[config.mk]
export PLATFORM = sky130hd
export DESIGN_NAME = pdr_ctrl
export DESIGN_NICKNAME = d
export VERILOG_FILES = /design/src/hw/pdr_pkg.sv /design/src/hw/pdr_ctrl.sv /design/src/hw/pdr_sync.sv
export VERILOG_INCLUDE_DIRS = /design/src /design/src/hw
export SDC_FILE = /design/constraint.sdc
export NUM_CORES = 1
export LEC_CHECK = 0
export ABC_AREA = 0
export BUFFER_PORTS_ARGS = -buffer_cell sky130_fd_sc_hd__buf_4
export CELL_PAD_IN_SITES_DETAIL_PLACEMENT = 0
export CELL_PAD_IN_SITES_GLOBAL_PLACEMENT = 1
export CORE_MARGIN = 1.5
export CORE_UTILIZATION = 40
export DETAILED_ROUTE_END_ITERATION = 7
export PLACE_DENSITY = 0.84
export SLEW_MARGIN = 10
export SYNTH_ARGS = -nofsm -noshare
export SYNTH_HDL_FRONTEND = slang
export SYNTH_SLANG_ARGS = --single-unit
export TNS_END_PERCENT = 20
[constraint.sdc]
create_clock -name mclk -period 3.3 [get_ports mclk]
set_input_delay 0.99 -clock mclk [delete_from_list [all_inputs] [get_ports mclk]]
set_output_delay 0.99 -clock mclk [all_outputs]
set_load 0.03 [all_outputs]
[src/hw/pdr_map.svh]
`ifndef PDR_MAP_SVH
`define PDR_MAP_SVH

// Register byte offsets
`define PDR_OFS_CTRL 8'h00
`define PDR_OFS_BW 8'h04
`define PDR_OFS_MULT 8'h08
`define PDR_OFS_VRS 8'h0C
`define PDR_OFS_MODE 8'h10

// Control register fields
`define PDR_CTRL_IRQ_EN 7
`define PDR_CTRL_FLAG 6
`define PDR_CTRL_PLL_ON 5
`define PDR_CTRL_BCS 4
`define PDR_CTRL_VPR_HI 1
`define PDR_CTRL_VPR_LO 0

// Bandwidth register fields
`define PDR_BW_AUTO 7
`define PDR_BW_LOCK 6

// Mode register fields
`define PDR_MODE_OSC_RUN 0
`define PDR_MODE_BREAK_CLEAR_ENABLE 1

// Reset values
`define PDR_RST_MULT 8'h40
`define PDR_RST_VRS 8'h40
`define PDR_RST_VPR 2'h0
`define PDR_RST_PLL_ON 1'b1

// Multiplier value used in place of zero
`define PDR_MULT_MIN 12'h001

`endif

[src/hw/pdr_pkg.sv]
package pdr_pkg;

  typedef enum logic [2:0] {
    PDR_SEL_CTRL = 3'h0,
    PDR_SEL_BW = 3'h1,
    PDR_SEL_MULT = 3'h2,
    PDR_SEL_VRS = 3'h3,
    PDR_SEL_MODE = 3'h4,
    PDR_SEL_NONE = 3'h7
  } pdr_sel_t;

  // Bus slave phase; Gray along idle -> answer
  typedef enum logic [1:0] {
    PDR_ST_IDLE = 2'b00,
    PDR_ST_ANSWER = 2'b01
  } pdr_state_t;

  // Settings handed to the analog loop and the clock mux
  typedef struct packed {
    logic osc_en;
    logic pll_en;
    logic base_sel;
    logic [1:0] vpr;
    logic [7:0] vrs;
    logic [11:0] mult_eff;
  } pdr_clk_cfg_t;

endpackage

[src/hw/pdr_ctrl.sv]
// Notes on behaviour
// - Multiplier low byte locked while PLL on
// - Combined multiplier zero acts as one
// - Multiplier low resets to sixty-four
// - Range register locked while PLL on
// - Range zero disables PLL, clears select
// - No VCO selection with range zero
// - Range register resets to sixty-four
// - Auto mode: lock change raises interrupt
// - Flag sets regardless of interrupt enable
// - Manual mode: no interrupt, flag reads zero
// - VCO selectable while unlocked; software checks
// - Wait mode leaves clock generator unchanged
// - Stop without oscillator: oscillator, PLL, select, base clock and interrupt outputs low
// - Stop with oscillator: only PLL off
// - Protected break: register access keeps flag
// - Flag cleared in break stays cleared
// - Control register read clears flag
// - Base clock is selected source halved
`timescale 1ns/100ps
`include "pdr_map.svh"

module pdr_ctrl #(
  parameter int AW = 8
) (
  input wire logic mclk,
  input wire logic rst_n,
  input wire logic ce,
  input wire logic psel,
  input wire logic penable,
  input wire logic pwrite,
  input wire logic [AW-1:0] paddr,
  input wire logic [31:0] pwdata,
  output logic [31:0] prdata,
  output logic pready,
  output logic pslverr,
  input wire logic [3:0] mult_high,
  input wire logic lock_raw,
  input wire logic crystal_clock,
  input wire logic vco_clock,
  input wire logic stop_mode,
  input wire logic break_active,
  output pdr_pkg::pdr_clk_cfg_t clk_cfg,
  output logic base_clock_out,
  output logic clockgen_irq_out
);

  ////////////////////////////////////////////////////////////////////////////
  // Declarations

  pdr_pkg::pdr_state_t state_q;
  logic [31:0] prdata_q;
  logic pready_q;
  logic pslverr_q;
  logic irq_en_q;
  logic flag_q;
  logic flag_d;
  logic pll_on_q;
  logic bcs_q;
  logic [1:0] vpr_q;
  logic auto_q;
  logic [7:0] mult_q;
  logic [7:0] vrs_q;
  logic osc_run_q;
  logic break_clear_enable_q;
  logic lock_s;
  logic lock_prev_q;
  logic xclk_s;
  logic vclk_s;
  logic src_prev_q;
  logic base_clk_q;
  logic irq_q;
  pdr_pkg::pdr_clk_cfg_t cfg_q;
  pdr_pkg::pdr_sel_t sel;
  logic acc;
  logic wr;
  logic rd;
  logic vrs_nz;
  logic lock_vis;
  logic flag_vis;
  logic flag_set;
  logic flag_clr;
  logic full_stop;
  logic src_now;
  logic [11:0] mult_all;

  ////////////////////////////////////////////////////////////////////////////
  // Address decode, shared by read mux and write paths

  function automatic pdr_pkg::pdr_sel_t decode(input logic [AW-1:0] a);
    if (a == AW'(`PDR_OFS_CTRL)) begin
      decode = pdr_pkg::PDR_SEL_CTRL;
    end else if (a == AW'(`PDR_OFS_BW)) begin
      decode = pdr_pkg::PDR_SEL_BW;
    end else if (a == AW'(`PDR_OFS_MULT)) begin
      decode = pdr_pkg::PDR_SEL_MULT;
    end else if (a == AW'(`PDR_OFS_VRS)) begin
      decode = pdr_pkg::PDR_SEL_VRS;
    end else if (a == AW'(`PDR_OFS_MODE)) begin
      decode = pdr_pkg::PDR_SEL_MODE;
    end else begin
      decode = pdr_pkg::PDR_SEL_NONE;
    end
  endfunction

  assign sel = decode(paddr);
  assign acc = psel && penable && pready_q;
  assign wr = acc && pwrite && (sel != pdr_pkg::PDR_SEL_NONE);
  assign rd = acc && !pwrite;

  ////////////////////////////////////////////////////////////////////////////
  // Input synchronisers for lock and the two source clocks

  pdr_sync #(
    .W(3)
  ) u_sync (
    .mclk(mclk),
    .rst_n(rst_n),
    .ce(ce),
    .din({lock_raw, crystal_clock, vco_clock}),
    .dout({lock_s, xclk_s, vclk_s})
  );

  ////////////////////////////////////////////////////////////////////////////
  // Derived conditions

  assign vrs_nz = (vrs_q != 8'h00);
  assign lock_vis = auto_q && lock_s;
  assign flag_vis = auto_q && flag_q;
  assign full_stop = stop_mode && !osc_run_q;
  assign mult_all = {mult_high, mult_q};

  ////////////////////////////////////////////////////////////////////////////
  // Bus slave: setup edge captures read data, access cycle answers

  always_ff @(posedge mclk) begin
    if (!rst_n) begin
      state_q <= pdr_pkg::PDR_ST_IDLE;
      pready_q <= 1'b0;
      pslverr_q <= 1'b0;
      prdata_q <= 32'h0000_0000;
    end else if (ce) begin
      case (state_q)
        pdr_pkg::PDR_ST_IDLE: begin
          if (psel && !penable) begin
            state_q <= pdr_pkg::PDR_ST_ANSWER;
            pready_q <= 1'b1;
            pslverr_q <= (sel == pdr_pkg::PDR_SEL_NONE);
            prdata_q <= 32'h0000_0000;
            if (!pwrite) begin
              if (sel == pdr_pkg::PDR_SEL_CTRL) begin
                prdata_q[`PDR_CTRL_IRQ_EN] <= irq_en_q;
                prdata_q[`PDR_CTRL_FLAG] <= flag_vis;
                prdata_q[`PDR_CTRL_PLL_ON] <= pll_on_q;
                prdata_q[`PDR_CTRL_BCS] <= bcs_q;
                prdata_q[`PDR_CTRL_VPR_HI:`PDR_CTRL_VPR_LO] <= vpr_q;
              end else if (sel == pdr_pkg::PDR_SEL_BW) begin
                prdata_q[`PDR_BW_AUTO] <= auto_q;
                prdata_q[`PDR_BW_LOCK] <= lock_vis;
              end else if (sel == pdr_pkg::PDR_SEL_MULT) begin
                prdata_q[7:0] <= mult_q;
              end else if (sel == pdr_pkg::PDR_SEL_VRS) begin
                prdata_q[7:0] <= vrs_q;
              end else if (sel == pdr_pkg::PDR_SEL_MODE) begin
                prdata_q[`PDR_MODE_OSC_RUN] <= osc_run_q;
                prdata_q[`PDR_MODE_BREAK_CLEAR_ENABLE] <= break_clear_enable_q;
              end
            end
          end
        end
        pdr_pkg::PDR_ST_ANSWER: begin
          state_q <= pdr_pkg::PDR_ST_IDLE;
          pready_q <= 1'b0;
          pslverr_q <= 1'b0;
        end
        default: begin
          state_q <= pdr_pkg::PDR_ST_IDLE;
          pready_q <= 1'b0;
          pslverr_q <= 1'b0;
        end
      endcase
    end
  end

  ////////////////////////////////////////////////////////////////////////////
  // Interrupt enable and bandwidth mode

  always_ff @(posedge mclk) begin
    if (!rst_n) begin
      irq_en_q <= 1'b0;
      auto_q <= 1'b0;
    end else if (ce) begin
      if (wr && sel == pdr_pkg::PDR_SEL_BW) begin
        auto_q <= pwdata[`PDR_BW_AUTO];
      end
      // Enable is forced clear and read-only in manual mode
      if (!auto_q) begin
        irq_en_q <= 1'b0;
      end else if (wr && sel == pdr_pkg::PDR_SEL_CTRL) begin
        irq_en_q <= pwdata[`PDR_CTRL_IRQ_EN];
      end
    end
  end

  ////////////////////////////////////////////////////////////////////////////
  // Lock-change flag

  assign flag_set = auto_q && (lock_s != lock_prev_q);
  assign flag_clr = rd && (sel == pdr_pkg::PDR_SEL_CTRL) &&
                    prdata_q[`PDR_CTRL_FLAG] &&
                    !(break_active && !break_clear_enable_q);

  always_comb begin
    flag_d = flag_q;
    if (flag_clr) begin
      flag_d = 1'b0;
    end
    if (flag_set) begin
      flag_d = 1'b1;
    end
  end

  always_ff @(posedge mclk) begin
    if (!rst_n) begin
      flag_q <= 1'b0;
      lock_prev_q <= 1'b0;
    end else if (ce) begin
      flag_q <= flag_d;
      lock_prev_q <= lock_s;
    end
  end

  ////////////////////////////////////////////////////////////////////////////
  // PLL on and base clock select with mutual protection

  always_ff @(posedge mclk) begin
    if (!rst_n) begin
      pll_on_q <= `PDR_RST_PLL_ON;
      bcs_q <= 1'b0;
    end else if (ce) begin
      if (wr && sel == pdr_pkg::PDR_SEL_CTRL) begin
        // PLL cannot be switched off while it drives the base clock
        pll_on_q <= bcs_q | pwdata[`PDR_CTRL_PLL_ON];
        bcs_q <= pwdata[`PDR_CTRL_BCS] & pll_on_q & vrs_nz;
      end else if (!pll_on_q || !vrs_nz) begin
        bcs_q <= 1'b0;
      end
    end
  end

  ////////////////////////////////////////////////////////////////////////////
  // Protected programming registers

  always_ff @(posedge mclk) begin
    if (!rst_n) begin
      mult_q <= `PDR_RST_MULT;
      vrs_q <= `PDR_RST_VRS;
      vpr_q <= `PDR_RST_VPR;
    end else if (ce && wr && !pll_on_q) begin
      if (sel == pdr_pkg::PDR_SEL_MULT) begin
        mult_q <= pwdata[7:0];
      end else if (sel == pdr_pkg::PDR_SEL_VRS) begin
        vrs_q <= pwdata[7:0];
      end else if (sel == pdr_pkg::PDR_SEL_CTRL) begin
        vpr_q <= pwdata[`PDR_CTRL_VPR_HI:`PDR_CTRL_VPR_LO];
      end
    end
  end

  ////////////////////////////////////////////////////////////////////////////
  // Mode register: stop behaviour and break clearing

  always_ff @(posedge mclk) begin
    if (!rst_n) begin
      osc_run_q <= 1'b0;
      break_clear_enable_q <= 1'b0;
    end else if (ce && wr && sel == pdr_pkg::PDR_SEL_MODE) begin
      osc_run_q <= pwdata[`PDR_MODE_OSC_RUN];
      break_clear_enable_q <= pwdata[`PDR_MODE_BREAK_CLEAR_ENABLE];
    end
  end

  ////////////////////////////////////////////////////////////////////////////
  // Settings driven to the loop and oscillator

  always_ff @(posedge mclk) begin
    if (!rst_n) begin
      cfg_q <= '0;
    end else if (ce) begin
      cfg_q.osc_en <= !full_stop;
      cfg_q.pll_en <= pll_on_q && vrs_nz && !stop_mode;
      cfg_q.base_sel <= bcs_q && !full_stop;
      cfg_q.vpr <= vpr_q;
      cfg_q.vrs <= vrs_q;
      cfg_q.mult_eff <= (mult_all == 12'h000) ? `PDR_MULT_MIN : mult_all;
    end
  end

  ////////////////////////////////////////////////////////////////////////////
  // Base clock divider and interrupt output

  assign src_now = bcs_q ? vclk_s : xclk_s;

  always_ff @(posedge mclk) begin
    if (!rst_n) begin
      src_prev_q <= 1'b0;
      base_clk_q <= 1'b0;
      irq_q <= 1'b0;
    end else if (ce) begin
      src_prev_q <= src_now;
      if (full_stop) begin
        base_clk_q <= 1'b0;
        irq_q <= 1'b0;
      end else begin
        if (src_now && !src_prev_q) begin
          base_clk_q <= !base_clk_q;
        end
        irq_q <= flag_d && irq_en_q && auto_q;
      end
    end
  end

  assign prdata = prdata_q;
  assign pready = pready_q;
  assign pslverr = pslverr_q;
  assign clk_cfg = cfg_q;
  assign base_clock_out = base_clk_q;
  assign clockgen_irq_out = irq_q;

endmodule

[src/hw/pdr_sync.sv]
`timescale 1ns/100ps

module pdr_sync #(
  parameter int W = 1
) (
  input wire logic mclk,
  input wire logic rst_n,
  input wire logic ce,
  input wire logic [W-1:0] din,
  output logic [W-1:0] dout
);

  logic [W-1:0] s1_q;
  logic [W-1:0] s2_q;
  logic [W-1:0] s3_q;
  logic [W-1:0] dout_q;

  always_ff @(posedge mclk) begin
    if (!rst_n) begin
      s1_q <= '0;
      s2_q <= '0;
      s3_q <= '0;
    end else if (ce) begin
      s1_q <= din;
      s2_q <= s1_q;
      s3_q <= s2_q;
    end
  end

  // A bit changes only once the second and third stage agree
  genvar i;
  generate
    for (i = 0; i < W; i++) begin : g_bit
      always_ff @(posedge mclk) begin
        if (!rst_n) begin
          dout_q[i] <= 1'b0;
        end else if (ce && (s2_q[i] == s3_q[i])) begin
          dout_q[i] <= s3_q[i];
        end
      end
    end
  endgenerate

  assign dout = dout_q;

endmodule

; ---- Yosys cells after proc, flatten, opt, wreduce, memory -nomap -nowiden
; Index checks and enable logic that the tools add are counted.
[totals]
regBits = 78
in_bits = 55
output_inout_bits = 61
word_cells = 140
[classes]
eq_ne = 16
muxes = 32
n_bitwise = 5
n_reduce_logical = 57
[op_table]
columns = cell, n
row1 = logical AND 1 bit, 28
row2 = "equality test 8 x 4 -> 1 bit, second input constant", 2
row3 = 2-to-1 mux 2 bit, 8
row4 = 2-to-1 mux 8 bit, 2
row5 = 2-to-1 mux 1 bit, 14
row6 = AND reduction 2 bit, 7
row7 = zero test 12 bit, 1
row8 = 2-to-1 mux 12 bit, 1
row9 = 2-to-1 mux 3 bit, 4
row10 = 2-to-1 mux 6 bit, 2
row11 = zero test 1 bit, 11
row12 = "equality test 8 x 3 -> 1 bit, second input constant", 1
row13 = "equality test 8 x 5 -> 1 bit, second input constant", 1
row14 = zero test 8 bit, 1
row15 = nonzero test 8 bit, 1
row16 = "equality test 3 x 2 -> 1 bit, second input constant", 2
row17 = "equality test 3 bit, second input constant", 2
row18 = AND reduction 3 bit, 2
row19 = 2-to-1 mux 4 bit, 1
row20 = AND reduction 4 bit, 1
row21 = nonzero test 2 bit, 2
row22 = equality test 1 bit, 3
row23 = "equality test 3 x 1 -> 1 bit, second input constant", 1
row24 = zero test 3 bit, 1
row25 = other kinds (9), 11

; ---- Logic depth before layout (Yosys ltp)
[logic_depth]
word_depth = 15
mapped_depth = 5
ltp_nobuf = 4

; ---- Cells and area by module
; A second synthesis with hierarchy kept.
[unflattened]
hier_cells = 384
area_unflattened_um2 = 3545.9
[modules_own_cells]
columns = mod, n_inst, cells_per_inst, area_per_inst_um2, seq_area_each_um2
row1 = pdr_ctrl, 1, 335, 3054.2, 1281.2
row2 = pdr_sync, 1, 49, 491.7, 240.2

; ---- Worst setup path after synthesis
; No wires, ideal clock.
[synth_timing]
path_type = input to register
startpoint = in paddr[7]
endpoint = reg mult_q[0]
setup_ns = 0.072
t_arrival_ns = 2.248
required_ns = 3.228
slack_ns = 0.980
cell_stages = 4
path_buffers = 0
path_cell_list = nor4_4 -> nand3_2 -> nor4_4 -> mux2i_1
[synth_between]
elab_chain_len = 11
elab_cells_between_ends = 16
classes_between = 6 x eq/ne / 5 x mux / 5 x reduce/logical
[synth_lines]
columns = element, line_no
row1 = "start, declared", pdr_ctrl.sv:32  ; input wire logic [AW-1:0] paddr,
row2 = equality test 8 x 5 -> 1 bit, pdr_ctrl.sv:99  ; end else if (a == AW'(`PDR_OFS_MODE)) begin
row3 = 2-to-1 mux 2 bit, pdr_ctrl.sv:99
row4 = 2-to-1 mux 3 bit, pdr_ctrl.sv:97  ; end else if (a == AW'(`PDR_OFS_VRS)) begin
row5 = 2-to-1 mux 3 bit, pdr_ctrl.sv:95  ; end else if (a == AW'(`PDR_OFS_MULT)) begin
row6 = 2-to-1 mux 3 bit, pdr_ctrl.sv:93  ; end else if (a == AW'(`PDR_OFS_BW)) begin
row7 = 2-to-1 mux 3 bit *, pdr_ctrl.sv:91  ; if (a == AW'(`PDR_OFS_CTRL)) begin
row8 = != test 3 bit, pdr_ctrl.sv:108  ; assign wr = acc && pwrite && (sel != pdr_pkg::PDR_SEL_NONE);
row9 = logical AND 1 bit, pdr_ctrl.sv:108
row10 = logical AND 1 bit (2 in a row), pdr_ctrl.sv:259  ; end else if (ce && wr && !pll_on_q) begin
row11 = AND reduction 2 bit (no line) *, n/a
row12 = "end signal, assigned", pdr_ctrl.sv:256  ; mult_q <= `PDR_RST_MULT;
row13 = "end signal, assigned", pdr_ctrl.sv:261  ; mult_q <= pwdata[7:0];
row14 = "end, declared", pdr_ctrl.sv:62  ; logic [7:0] mult_q;
; Mark *: on every way between the ends. The rest lies on a longest branch, timed or not.
; A chain may end at the register's enable or synchronous reset.

; ---- Final worst setup path
[layout_timing]
startpoint = in paddr[7]
endpoint = reg vrs_q[6]
[layout_between]
elab_chain_len = 11
elab_cells_between_ends = 18
classes_between = 7 x eq/ne / 5 x mux / 1 x bitwise / 5 x reduce/logical
[layout_lines]
columns = element, line_no
row1 = equality test 8 x 5 -> 1 bit, pdr_ctrl.sv:99
row2 = 2-to-1 mux 2 bit, pdr_ctrl.sv:99
row3 = 2-to-1 mux 3 bit, pdr_ctrl.sv:97
row4 = 2-to-1 mux 3 bit, pdr_ctrl.sv:95
row5 = 2-to-1 mux 3 bit, pdr_ctrl.sv:93
row6 = 2-to-1 mux 3 bit *, pdr_ctrl.sv:91
row7 = != test 3 bit, pdr_ctrl.sv:108
row8 = logical AND 1 bit, pdr_ctrl.sv:108
row9 = logical AND 1 bit (2 in a row), pdr_ctrl.sv:259
row10 = AND reduction 3 bit (no line) *, n/a
row11 = "end signal, assigned", pdr_ctrl.sv:257  ; vrs_q <= `PDR_RST_VRS;
row12 = "end signal, assigned", pdr_ctrl.sv:263  ; vrs_q <= pwdata[7:0];
row13 = "end, declared", pdr_ctrl.sv:63  ; logic [7:0] vrs_q;
; Marked as above.

==> impl_results.md <==
* PD cells at 469.6 mW/mm^2
* Worst-path clk slew at 80 ps
* Vias post-DR at 2811
* Worst Slack Setup Final at 898.5 ps
* Multi-input gate area at 0.001704 mm^2
* Hold slack at 470.0 ps
* VDD IR-drop max at 0.2125 mV
* CORE AREA at 0.008258 mm^2
* Yosys top cell by area: dfxtp_1
* Diode count at 0
* Placer Congestion at 0.8260
* Beginning of the worst hold path: u_sync.s3_q[0]
* RR Startpoint: state_q[0]
* Max-cap viol count at 0
* Final Skew at 6.710 ps
* Syn avg cell area at 9.084 um^2
* Synth Instances at 377
* Slew headroom at 0.6085
* Nets at 493
* Clock buffer depth at 2
* FP Rows at 33
* Port buffer count at 67
* Fin util at 0.5021
* First-pass DRT Iterations at 4
* Commonest non-fill, non-tap cells in the layout: 76 x dfxtp_1, 71 x buf_4, 53 x mux2i_1, 49 x nor2_1, 37 x nand2_1
* Largest net degree at the start of global routing at 47
* Final hold violations at 0
* Pre-CTS setup slack at 560.6 ps
* Slew @ Worst Pin at 581.8 ps
* Worst Path Required at 3520 ps
* Outcome: finished clean
* Dominant synthesized flop cell: dfxtp_1
* Max-slew violations at 0
* Hold Path Class: reg -> reg
* Leak at 1.795 nW
* Filler cells at 805
* Share of cells above drive strength 1 at 0.2104
* RSZ-0062 raised after global routing: false
* Most area-consuming cells after synthesis: dfxtp_1 44%, mux2i_1 15%, nor2_1 5.4%
* Final setup TNS at 0 ps
* CTS Sinks at 76
* Nature of the critical path endpoint: register
* Starting Density at 0.4147
* Yosys reg bits at 76
* Sequential share of the synthesized area at 0.4443
* Initial antenna violation count at 0
* GRT Overall Usage at 0.1831
* Sequential cell area at 0.001521 mm^2
* Fmax at 0.4164 GHz
* Reg-to-Reg End: prdata[7]
* GR Overflow Total at 0
* FFs w/ async S/R, synth at 0
* Detailed Route WL at 8132 um
* DP HPWL at 5920 um
* Post-route DRC at 0
* Crit Path Class: in -> reg
* IO Pins at 116
* Startpoint types: input port
* Fin crit period at 2401 ps
* Mapped cell area at 0.003425 mm^2
* PostCTS Resize Cnt at 0
* Synth warnings at 0
* Number of hold buffers added after CTS at 0
* Avg Vias per Cell at 5.139
* Crit Path Max Fanout at 9
* TritonCTS clock tree: yes
* Number of global-route vias before repair at 2499
* H-Tree Depth at 3
* Layout area overhead at 21.08%
* Clk Latency, worst-skew pair at 340 ps
* Die height at 95.53 um
* First-pass GRT wire length at 12610 um
* Die X at 95.53 um
* Hold Path Depth at 2
* Top cell type's share of synthesized area at 0.4443
* Post-CTS Setup Inserts at 0
* Root Driver: clkbuf_8
* Count of different cell masters after synthesis at 48
* Num CTS Buffers at 9
* Post-synth EDFFs at 0
* Final setup fails at 0
* Most common cell after layout, fill and taps aside: dfxtp_1
* WL/cell at 14.87 um
* Tcrit/Tclk final at 0.7277
* R2r worst-path depth at 4
* Crit path DAT at 2620 ps
* Die Footprint at 0.009125 mm^2
* Hold Crit Endpoint: u_sync.dout[0]
* Total power at 1.947 mW
* Antenna-violating nets left at 0
* Reg2reg setup slack at 1540 ps
* Initial DRC Count at 152
[cells by family (layout without fill, tap and decap cells)]
| logic type | Yosys count | after routing | share of synthesized area |
|---|---|---|---|
| simple gates | 132 | 132 | 0.1885 |
| flops | 76 | 76 | 0.4443 |
| compound gates | 60 | 60 | 0.1155 |
| mux | 56 | 56 | 0.1648 |
| buf+inv | 51 | 93 | 0.08330 |
| other cells | 1 | 24 | 0.001095 |
| xor+xnor | 1 | 1 | 0.002558 |
[critical path: stages]
cell     delay, ps
buf_4          130
nor4_4         560
nand4_1        190
or3_1          560
mux2i_1        190
[Yosys cell counts (all sizes together) (4+ instances only)]
master  count
clkbuf     16
o21ai      14
a211oi      5
nor2       49
a21oi      13
buf        28
nand4       5
dfxtp      76
nand2      38
a31oi       4
inv         7
mux2i      53
nor3        4
nand3      10
nor4        7
[worst max path at each step]
stage,start,endpoint
2_1_floorplan,paddr[7],mult_q[0]
3_3_place_gp,paddr[7],vrs_q[1]
3_5_place_dp,paddr[7],vrs_q[6]
4_1_cts,paddr[7],vrs_q[6]
5_1_grt,paddr[3],vpr_q[0]
6_report,paddr[7],vrs_q[6]
[power by group]
group | switching [mW] | leakage, nW | internal, mW
clock network | 0.323 | 0.114 | 0.500
logic | 0.127 | 1.07 | 0.0606
registers | 0.00714 | 0.615 | 0.929
[per-stage QoR]
stage          area, um^2  instances
2_1_floorplan        3511        400
3_3_place_gp         3916        532
3_5_place_dp         3916        532
4_1_cts              4146        547
5_1_grt              4146        547
6_report             4146        547
[metal layers]
metal  part of all wire  GRT usage
met5                  0          0
met4              0.012    0.06985
met3              0.065    0.04147
met2               0.45     0.2793
met1               0.48     0.2502
[registers in the layout, summed over array words and instances, names as in the netlist, 2 cells and up]
name and count:
clk_cfg 25, mult_q 8, prdata 8, vrs_q 8, u_sync.dout 3, u_sync.s1_q 3, u_sync.s2_q 3, u_sync.s3_q 3
vpr_q 2
[layout make-up]
| type | count | share of cell area |
|---|---|---|
| multi-input cells | 273 | 0.4110 |
| flip-flops and latches | 76 | 0.3669 |
| repair buffers | 71 | 0.1285 |
| clock buffers | 11 | 0.03168 |
| well taps | 105 | 0.03168 |
| clock inverters | 4 | 0.02384 |
| inverters | 7 | 0.006337 |
(Power assumes the default switching activity.)
